===== src/pkg/rbc_pkg.sv =====
// shared constants and types for the reset, brownout and code protection block
`default_nettype none
package rbc_pkg;
   // fixed wake-up count after oscillator is seen running
   localparam int RBC_WAKE_CYCLES = 4096;
   localparam logic [31:0] RBC_BOOT_ADDR = 32'h0000_0000;
   // protection patterns held in the dedicated flash word
   localparam logic [31:0] RBC_PAT_LVL1 = 32'h1234_5678;
   localparam logic [31:0] RBC_PAT_LVL2 = 32'h8765_4321;
   localparam logic [31:0] RBC_PAT_LVL3 = 32'h4321_8765;
   localparam int RBC_SYNC_STAGES = 3;
   typedef enum logic [1:0] {
      RBC_PROT_NONE,
      RBC_PROT_ONE,
      RBC_PROT_TWO,
      RBC_PROT_THREE
   } rbc_prot_t;
   typedef enum logic [1:0] {
      RBC_BL_FULL,
      RBC_BL_KEEP_SECTOR0,
      RBC_BL_ERASE_ONLY,
      RBC_BL_NONE
   } rbc_bl_t;
endpackage : rbc_pkg
`default_nettype wire


===== src/pkg/rbc_sync_if.sv =====
// interface carrying raw and filtered levels between top and synchroniser
`timescale 1ns/1ps
`default_nettype none
interface rbc_sync_if #(parameter int W = 6);
   logic [W-1:0] raw;
   logic [W-1:0] level;
   logic [W-1:0] changed;
   modport top (output raw, input level, input changed);
   modport sync (input raw, output level, output changed);
endinterface : rbc_sync_if
`default_nettype wire


===== src/logic/rbc_top.sv =====
// reset sequencer, two-stage brownout monitor and code read protection gate
// Functional notes
// - four sources make chip reset
// - source drives reset pin low, starts timer
// - hold until pin, oscillator, count, flash
// - pin high on release; brownout waits supply
// - release with defaults, boot at address 0
// - first brownout threshold raises interrupt request
// - first stage readable in status flag
// - second threshold holds chip reset
// - thresholds use hysteresis, stable detection
// - pattern selects protection; application calls stay
// - level one: no debug, keep sector 0
// - level two: no debug, erase only
// - level three: nothing, override ignored
// - run internal oscillator, timer confirms main
`timescale 1ns/1ps
`default_nettype none
module rbc_top #(
   parameter int WAKE_CYCLES = rbc_pkg::RBC_WAKE_CYCLES
) (
   // clock and power-on reset
   input wire logic CLK,
   input wire logic RESET_N,
   // reset sources (pins and analog comparators, asynchronous)
   input wire logic EXT_RESET_N,
   input wire logic WATCHDOG_RESET,
   input wire logic SUPPLY_USABLE,
   input wire logic BOD_STAGE1_LOW,
   input wire logic BOD_STAGE2_LOW,
   // clock and flash status
   input wire logic MAIN_OSC_RUNNING,
   input wire logic FLASH_INIT_DONE,
   // protection word and override pin
   input wire logic [31:0] PROT_WORD,
   input wire logic BOOT_LOADER_OVERRIDE_PIN,
   // reset outputs
   output logic CHIP_RESET_N,
   output logic RESET_OUTPUT_PIN,
   output logic [31:0] BOOT_ADDR,
   output logic CLK_SEL_MAIN,
   // brownout outputs
   output logic BOD_IRQ,
   output logic BOD_STATUS,
   // protection outputs
   output var rbc_pkg::rbc_prot_t PROT_LEVEL,
   output logic JTAG_ENABLE,
   output var rbc_pkg::rbc_bl_t BOOT_LOADER_MODE,
   output logic BOOT_LOADER_ENTRY,
   output logic APP_FLASH_CALLS_ENABLE
);
   import rbc_pkg::*;
   // the wake counter is 16 bits wide and must end at a nonzero count
   if (WAKE_CYCLES < 1 || WAKE_CYCLES > 65535) begin : g_bad_wake
      $error("WAKE_CYCLES out of range");
   end

   typedef enum logic [1:0] {RBC_ST_RESET, RBC_ST_WAIT, RBC_ST_RUN} rbc_state_t;

   rbc_sync_if #(.W(6)) sif ();
   // bit order: ext released, watchdog, usable, bod1, bod2, osc
   assign sif.raw = {MAIN_OSC_RUNNING, BOD_STAGE2_LOW, BOD_STAGE1_LOW,
                     SUPPLY_USABLE, WATCHDOG_RESET, EXT_RESET_N};
   rbc_sync #(.W(6), .INIT(6'h00)) u_sync (
      .clk(CLK),
      .reset_n(RESET_N),
      .sif(sif)
   );

   logic ext_rel, wdog, usable, bod1, bod2, osc_run;
   assign ext_rel = sif.level[0];
   assign wdog = sif.level[1];
   assign usable = sif.level[2];
   assign bod1 = sif.level[3];
   assign bod2 = sif.level[4];
   assign osc_run = sif.level[5];

   // the override is a pin as well; a raw sample at release could be metastable
   rbc_sync_if #(.W(1)) ovr_if ();
   assign ovr_if.raw = BOOT_LOADER_OVERRIDE_PIN;
   rbc_sync #(.W(1), .INIT(6'h00)) u_sync_ovr (
      .clk(CLK),
      .reset_n(RESET_N),
      .sif(ovr_if)
   );
   logic ovr_pin;
   assign ovr_pin = ovr_if.level[0];

   // any source; power-on covered by supply not usable
   logic any_src;
   assign any_src = !ext_rel || wdog || bod2 || !usable;

   rbc_state_t st_q, st_d;
   logic [15:0] cnt_q, cnt_d;
   logic bod_rst_q, bod_rst_d;
   logic pin_q, pin_d;
   logic osc_ok_q, osc_ok_d;
   logic [31:0] prot_word_q, prot_word_d;
   logic override_q, override_d;

   always_comb begin
      st_d = st_q;
      cnt_d = cnt_q;
      bod_rst_d = bod_rst_q;
      pin_d = pin_q;
      osc_ok_d = osc_ok_q;
      prot_word_d = prot_word_q;
      override_d = override_q;
      unique case (st_q)
         RBC_ST_RESET: begin
            cnt_d = 16'h0000;
            pin_d = 1'b0;
            osc_ok_d = 1'b0;
            if (!any_src) begin
               st_d = RBC_ST_WAIT;
            end
         end
         RBC_ST_WAIT: begin
            if (any_src) begin
               st_d = RBC_ST_RESET;
            end else begin
               // fixed count only runs while the oscillator is running
               if (osc_run && cnt_q != WAKE_CYCLES[15:0]) begin
                  cnt_d = cnt_q + 16'h0001;
               end
               if (ext_rel && osc_run && cnt_q == WAKE_CYCLES[15:0] && FLASH_INIT_DONE) begin
                  st_d = RBC_ST_RUN;
                  osc_ok_d = 1'b1;
                  // protection word captured at the release edge, never under reset
                  prot_word_d = PROT_WORD;
                  override_d = ovr_pin;
               end
            end
         end
         RBC_ST_RUN: begin
            if (any_src) begin
               st_d = RBC_ST_RESET;
            end
         end
         default: st_d = RBC_ST_RESET;
      endcase
      // brownout reset remembered until supply recovers above threshold
      if (bod2) begin
         bod_rst_d = 1'b1;
      end else if (usable && !bod1 && !bod2) begin
         bod_rst_d = 1'b0;
      end
      if (st_d == RBC_ST_RUN && !bod_rst_d && !bod1) begin
         pin_d = 1'b1;
      end else if (st_d == RBC_ST_RUN && !bod_rst_d) begin
         pin_d = 1'b1;
      end else if (st_d != RBC_ST_RUN) begin
         pin_d = 1'b0;
      end
   end

   always_ff @(posedge CLK or negedge RESET_N) begin
      if (!RESET_N) begin
         st_q <= RBC_ST_RESET;
         cnt_q <= 16'h0000;
         bod_rst_q <= 1'b0;
         pin_q <= 1'b0;
         osc_ok_q <= 1'b0;
         prot_word_q <= 32'h0000_0000;
         override_q <= 1'b0;
      end else begin
         st_q <= st_d;
         cnt_q <= cnt_d;
         bod_rst_q <= bod_rst_d;
         pin_q <= pin_d;
         osc_ok_q <= osc_ok_d;
         prot_word_q <= prot_word_d;
         override_q <= override_d;
      end
   end

   // brownout first stage; hysteresis lives in the analog comparator, filter adds stability
   logic irq_q, irq_d;
   always_comb begin
      irq_d = bod1;
   end
   always_ff @(posedge CLK or negedge RESET_N) begin
      if (!RESET_N) begin
         irq_q <= 1'b0;
      end else begin
         irq_q <= irq_d;
      end
   end

   // protection decode of the word about to be held, so the level flop
   // changes on the release edge itself and debug never opens for a cycle
   rbc_prot_t lvl_d, lvl_q, lvl;
   always_comb begin
      if (prot_word_d == RBC_PAT_LVL3) begin
         lvl_d = RBC_PROT_THREE;
      end else if (prot_word_d == RBC_PAT_LVL2) begin
         lvl_d = RBC_PROT_TWO;
      end else if (prot_word_d == RBC_PAT_LVL1) begin
         lvl_d = RBC_PROT_ONE;
      end else begin
         lvl_d = RBC_PROT_NONE;
      end
   end
   always_ff @(posedge CLK or negedge RESET_N) begin
      if (!RESET_N) begin
         lvl_q <= RBC_PROT_NONE;
      end else begin
         lvl_q <= lvl_d;
      end
   end
   assign lvl = lvl_q;

   logic running;
   assign running = (st_q == RBC_ST_RUN);
   assign CHIP_RESET_N = running;
   assign RESET_OUTPUT_PIN = pin_q;
   assign BOOT_ADDR = RBC_BOOT_ADDR;
   assign CLK_SEL_MAIN = osc_ok_q;
   assign BOD_IRQ = irq_q;
   assign BOD_STATUS = irq_q;
   assign PROT_LEVEL = lvl;
   assign APP_FLASH_CALLS_ENABLE = running;
   assign JTAG_ENABLE = running && (lvl == RBC_PROT_NONE);
   always_comb begin
      unique case (lvl)
         RBC_PROT_NONE: BOOT_LOADER_MODE = RBC_BL_FULL;
         RBC_PROT_ONE: BOOT_LOADER_MODE = RBC_BL_KEEP_SECTOR0;
         RBC_PROT_TWO: BOOT_LOADER_MODE = RBC_BL_ERASE_ONLY;
         RBC_PROT_THREE: BOOT_LOADER_MODE = RBC_BL_NONE;
      endcase
   end
   // override pin is sampled at release; ignored at the top level
   assign BOOT_LOADER_ENTRY = running && override_q && (lvl != RBC_PROT_THREE);
endmodule : rbc_top
`default_nettype wire


===== src/logic/rbc_sync.sv =====
// three-stage pin synchroniser with agreement filter
`timescale 1ns/1ps
`default_nettype none
module rbc_sync #(
   parameter int W = 6,
   parameter logic [5:0] INIT = 6'h00
) (
   // clock and reset
   input wire logic clk,
   input wire logic reset_n,
   // levels
   rbc_sync_if.sync sif
);
   import rbc_pkg::*;
   logic [W-1:0] s1_q, s2_q, s3_q, lvl_q;
   logic [W-1:0] lvl_d;
   // the reset pattern is only six bits wide, so wider groups cannot be served
   if (W < 1 || W > 6) begin : g_bad_width
      $error("rbc_sync width outside 1 to 6");
   end
   always_comb begin
      lvl_d = lvl_q;
      // a change counts once the second and third stages agree
      for (int i = 0; i < W; i++) begin
         if (s2_q[i] == s3_q[i]) begin
            lvl_d[i] = s3_q[i];
         end
      end
   end
   always_ff @(posedge clk or negedge reset_n) begin
      if (!reset_n) begin
         s1_q <= INIT[W-1:0];
         s2_q <= INIT[W-1:0];
         s3_q <= INIT[W-1:0];
         lvl_q <= INIT[W-1:0];
      end else begin
         s1_q <= sif.raw;
         s2_q <= s1_q;
         s3_q <= s2_q;
         lvl_q <= lvl_d;
      end
   end
   assign sif.level = lvl_q;
   assign sif.changed = lvl_q ^ lvl_d;
endmodule : rbc_sync
`default_nettype wire


===== config.mk =====
export PLATFORM = sky130hd
export DESIGN_NAME = rbc_top
export DESIGN_NICKNAME = d
export VERILOG_FILES = /design/src/pkg/rbc_pkg.sv /design/src/pkg/rbc_sync_if.sv /design/src/logic/rbc_top.sv /design/src/logic/rbc_sync.sv
export SDC_FILE = /design/constraint.sdc
export NUM_CORES = 1
export LEC_CHECK = 0
export BUFFER_PORTS_ARGS = -buffer_cell sky130_fd_sc_hd__clkbuf_2
export CAP_MARGIN = 0
export CORE_MARGIN = 2
export CORE_UTILIZATION = 56
export DETAILED_ROUTE_END_ITERATION = 12
export GPL_ROUTABILITY_DRIVEN = 0
export PLACE_DENSITY = 0.82
export SYNTH_ARGS = -nofsm -noshare
export SYNTH_HDL_FRONTEND = slang
export SYNTH_SLANG_ARGS = --single-unit

===== constraint.sdc =====
create_clock -name CLK -period 3.7 [get_ports CLK]
set_clock_uncertainty 0.05 [all_clocks]
set_input_delay 0.74 -clock CLK [delete_from_list [all_inputs] [get_ports CLK]]
set_output_delay 0.74 -clock CLK [all_outputs]
set_load 0.02 [all_outputs]

Yosys cells after proc, flatten, opt, wreduce, memory -nomap -nowiden
Index checks and enable logic that the tools add are counted.
Word-level totals
  register bits: 85
  latch bits: 0
  RAM bits: 0
  memory bits (read-only): 0
  input port bits: 42
  logic and storage cells: 97
  memories: 0
Cells by class
  add/subtract/negate cells: 1
  $mul: 0
  div/mod/pow operators: 0
  $lt $le $gt $ge: 0
  equal/unequal tests: 23
  shift operators: 0
  mux-type cells: 24
  bitwise operators: 1
  reduce and logical (&&, ||, !) cells: 26
Operator list (number)
  $mux 32: 3
  $eq 32x29->1 const B: 1
  $eq 32x31->1 const B: 1
  $eq 32x32->1 const B: 1
  $mux 16: 2
  $pmux 16 s2: 1
  $add 16x1->16 const B: 1
  $eq 16x13->1 const B: 1
  $ne 16x13->1 const B: 1
  $mux 2: 6
  $logic_and 1x1->1: 11
  $ne 2x2->1 const B: 5
  $mux 1: 9
  $reduce_and 3->1: 3
  $eq 2x2->1 const B: 4
  $pmux 2 s4: 1
  $eq 1x1->1: 7
  $pmux 2 s3: 1
  $logic_not 1->1: 5
  $eq 2x1->1 const B: 2
  $logic_not 2->1: 2
  $reduce_bool 4->1: 1
  $logic_or 1x1->1: 3
  $pmux 1 s2: 1
  other kinds (2): 2

Logic depth before layout (Yosys ltp)
  word-level depth: 10
  mapped depth: 9
  depth with buffers taken out: 7

Modules after synthesis
From an unflattened synthesis, not the netlist that was laid out.
Unflattened totals
  cells, all modules: 358
  area, all modules: 4194.0 µm²
Modules (own cells, without submodules)
  rbc_top: instances 1, cells each 300, area each 3309.4 µm², seq. area each 1426.4 µm²
  rbc_sync (u_sync): instances 1, cells each 49, area each 758.2 µm², seq. area each 600.6 µm²
  rbc_sync (u_sync_ovr): instances 1, cells each 9, area each 126.4 µm², seq. area each 100.1 µm²

Worst setup path before layout
No wires, ideal clock.
  kind: register to register
  start: register cnt_q[0]
  end: register prot_word_q[1]
  setup time: 0.125 ns
  arrival: 1.914 ns
  data required time: 3.525 ns
  slack: 1.611 ns
  cell stages (with the launch flop): 9
  cells stage by stage: dfrtp_1 > inv_1 > ha_1 > nor4b_2 > nand4_2 > nor4_4 > buf_6 > buf_6 > mux2_2
On the way
  word-level cells in the longest chain between the ends: 6
Ends and longest elaborated chain
  start, declared: line rbc_top.sv:94  | logic [15:0] cnt_q, cnt_d;
  start signal, assigned: line rbc_top.sv:168  | cnt_q <= cnt_d;
  $eq 16x13->1: line rbc_top.sv:126  | if (ext_rel && osc_run && cnt_q == WAKE_CYCLES[15:0] && FLASH_INIT_DONE) begin
  $logic_and 1x1->1 (2 in series): line rbc_top.sv:126
  $mux 32: line rbc_top.sv:126
  $mux 32: line rbc_top.sv:119  | if (any_src) begin
  $mux 32: line rbc_top.sv:109  | unique case (st_q)
  named net prot_word_d[1]: line rbc_top.sv:98  | logic [31:0] prot_word_q, prot_word_d;
  end signal, assigned: line rbc_top.sv:172  | prot_word_q <= prot_word_d;
  end, declared: line rbc_top.sv:98
The timed path passes the listed nets, and every way through them passes these cells.
A chain may end at the register's enable or synchronous reset.

Worst setup path in the final report
  start: register cnt_q[1]
  end: register lvl_q[0] (netlist: PROT_LEVEL[0])
On the way
  word-level cells in the longest chain between the ends: 10
  elaborated cells between the ends (all ways): 12
  those cells by class: eq/ne (4); mux (6); reduce/logical (2)
Ends and longest elaborated chain
  $eq 16x13->1 (*): line rbc_top.sv:126
  $logic_and 1x1->1 (*) (2 in series): line rbc_top.sv:126
  $mux 32 (*): line rbc_top.sv:126
  $mux 32 (*): line rbc_top.sv:119
  $mux 32 (*): line rbc_top.sv:109
  $eq 32x29->1: line rbc_top.sv:198  | end else if (prot_word_d == RBC_PAT_LVL1) begin
  $mux 1: line rbc_top.sv:198
  $mux 2: line rbc_top.sv:196  | end else if (prot_word_d == RBC_PAT_LVL2) begin
  $mux 2 (*): line rbc_top.sv:194  | if (prot_word_d == RBC_PAT_LVL3) begin
  named net lvl_d[0]: line rbc_top.sv:192  | rbc_prot_t lvl_d, lvl_q, lvl;
  end signal, assigned: line rbc_top.sv:208  | lvl_q <= lvl_d;
  end, declared: line rbc_top.sv:192
Mark *: on every way through the listed nets, which the timed path passes. The rest lies on a longest branch.

==> impl_metrics.toml <==
[run_status]
outcome = "complete, no violations"

[placed_design]
port_buffers = 53
dpl_worst_slack_ps = 1040
dp_hpwl_mm = 5.16

[critical_path]
cp_top_family = "simple AND/OR/NAND/NOR gates"
worstPathMaxFanout = 39
critical_path_class = "reg2reg"
cp.arrival_ps = 2920
start_kind = "register"
required_ps = 3910
cp_cell_sequence = "inv_1, ha_1, nor4b_2, nand4_2, nor4_4, buf_4, mux2_2, a21oi_1"
critPathBufInv = 2
cpMaxStageDelayCell = "buf_4"
max_stage_delay_ps = 450
crit_path_end_kind = "register"

[detailed_routing]
detail-route-antenna-nets = 0
dr.pass1.iters = 4
vias_per_cell = 5.46
drc_errors = 0
drt_iter0_drc = 156
dr_total_vias = 2617
wl_per_cell_um = 15.0
wirelength_mm = 7.20

[floorplanning]
io_pins = 86
die_w_um = 88.0
core_area_sq_mm = 0.00679
die-area_sq_mm = 0.00774
initial_core_util_pct = 58.1
row_count = 30
die_h_um = 88.0

[synth]
synth_most_common_cell = "dfrtp_1"
yosys-top-cells-count = "85 x dfrtp_1, 36 x buf_4, 33 x mux2_2"
synthesis.area_sq_mm = 0.00395
ys_seq_area_share_pct = 53.8
synth-edff-count = 0
yosysWarnings = 0
synth_top_area_share_pct = 53.8
ys.flop_type = "dfrtp_1"
ys_async_sr_fraction_pct = 100
synth_area_leader_cell = "dfrtp_1"
synthTopCellsByArea = "dfrtp_1 54%, mux2_2 9.4%, buf_4 6.8%"
synth_cell_type_count = 46
syn_inst = 324
syn_avg_cell_area_sq_um = 12.2
ys_ff_latch = 85

[job]
cap_violations = 0

[clocking]
post_cts_buffers = 0
postCtsHoldBufs = 0
clk-insertion-delay-late_ps = 350
cts-htree-levels = 3
clk_path_buf_depth = 2
cts-root-buf = "clkbuf_8"
tritoncts = "built"
cts_made_buffers = 9
cts.sinks = 85
cts.repair.resized = 0
clk_pin_slew_worst_paths_ps = 80

[sta]
finalMaxSlewViolations = 0
slew_headroom_pct = 32.1
hold_violations = 0
grt_setup_unrepaired = "no"
whs_ps = 300
fmax_mhz = 369
finalSetupViolCount = 0
tightest_slew_ps = 1020
timing.final.ws_setup_ps = 991
period_needed_ps = 2710
post-route-period-util_pct = 73.2
setup_tns_ps = 0

[hold_path]
hold_class = "reg2reg"

[power]
p_leak_nw = 2.02
peakVddDrop_mv = 0.183
powerDensity_mw_per_mm2 = 412
finalPower_mw = 1.80

[finish]
area_delta_synth_final_pct = 10.8
fin_nets = 423
antenna_cells = 0
drive_gt1_share_pct = 29.8

[global_route]
groute.usage.overall_pct = 20.4
grt.overflow.total = 0
antenna_found_initial = 0
first_global_vias = 2587
grt_max_degree = 86
grt_pass1_wl_mm = 12.1
==> power by group <==
part           switching, mW  total [mW]  internal [mW]  leakage [nW]
clock network          0.312       0.727          0.415         0.113
logic                 0.0781       0.113         0.0353         0.791
registers             0.0142       0.965          0.950          1.12
total                  0.404        1.80           1.40          2.02
==> cell families after synthesis <==
logic type               count (synthesis)  synth area share (%)
AND/OR/NAND/NOR                        115                  19.5
flip-flops                              85                  53.8
buffers and inverters                   47                  8.46
multiplexers                            35                  9.95
AO/OA/AOI/OAI                           27                  4.59
adder cells (fa/ha/maj)                  9                  2.41
XOR/XNOR                                 5                  1.11
other                                    1                0.0949
==> sequential cells by signal (all words and copies together), names as in the netlist <==
signal,cells
prot_word_q,32
cnt_q,16
u_sync.s1_q,6
u_sync.s2_q,6
u_sync.s3_q,6
u_sync.sif.level,6
PROT_LEVEL,2
st_q,2
BOD_IRQ,1
CLK_SEL_MAIN,1
RESET_OUTPUT_PIN,1
bod_rst_q,1
override_q,1
u_sync_ovr.s1_q,1
u_sync_ovr.s2_q,1
u_sync_ovr.s3_q,1
u_sync_ovr.sif.level,1
==> metal layers <==
metal  GRT usage [%]  up-vias  part of all wire [%]
li1                -     1226                     -
met1            27.8     1316                    45
met2            32.4       63                    50
met3            4.05       12                   4.1
met4            8.25        0                   1.2
met5               0        -                     0
==> placed cells by master, fill, tap and decap left out, drive strengths merged, types with 4 or more instances in the layout <==
master	synthesis	final
nor2	16	16
clkbuf	3	64
o21ai	5	5
xor2	5	5
or3	4	4
nand2	24	24
nor4bb	14	14
o211ai	4	4
dfrtp	85	85
mux2	34	34
a21oi	9	9
inv	5	5
maj3	7	7
nor3	5	5
nand4b	7	7
nand4	13	13
nor4	7	7
or4	6	6
conb	1	32
nand3	6	6
==> metrics by stage <==
stage               std cells  cell area [sq um]  util, %
finish                    479               4380     64.4
global route              479               4380     64.4
CTS                       479               4380     64.4
detailed placement        464               4150     61.1
global placement          464               4150     61.1
floorplan                 355               4070        -
==> path summary, 6_finish.rpt <==
| check | startpoint | endpoint | slack [ps] | cells after the start |
|---|---|---|---|---|
| max in group asynchronous | RESET_N | prot_word_q[30] | 2430 | 1 |
| setup / recovery | cnt_q[1] | PROT_LEVEL[0] | 990 | 8 |
| setup reg to reg | cnt_q[1] | PROT_LEVEL[0] | 990 | 8 |
| hold / removal | u_sync.s1_q[4] | u_sync.s2_q[4] | 300 | 0 |
| hold reg to reg | u_sync.s1_q[4] | u_sync.s2_q[4] | 300 | 0 |
| min in group asynchronous | RESET_N | u_sync.s3_q[0] | 510 | 1 |
==> cell type report <==
cell class	count	area, sq um
clock inverters	3	68.8
multi-input cells	223	1610
repair buffers	55	283
clock buffers	12	155
inverters	5	18.8
flip-flops and latches	85	2130
well taps	96	120
fillers	517	2420
(Power assumes the default switching activity.)
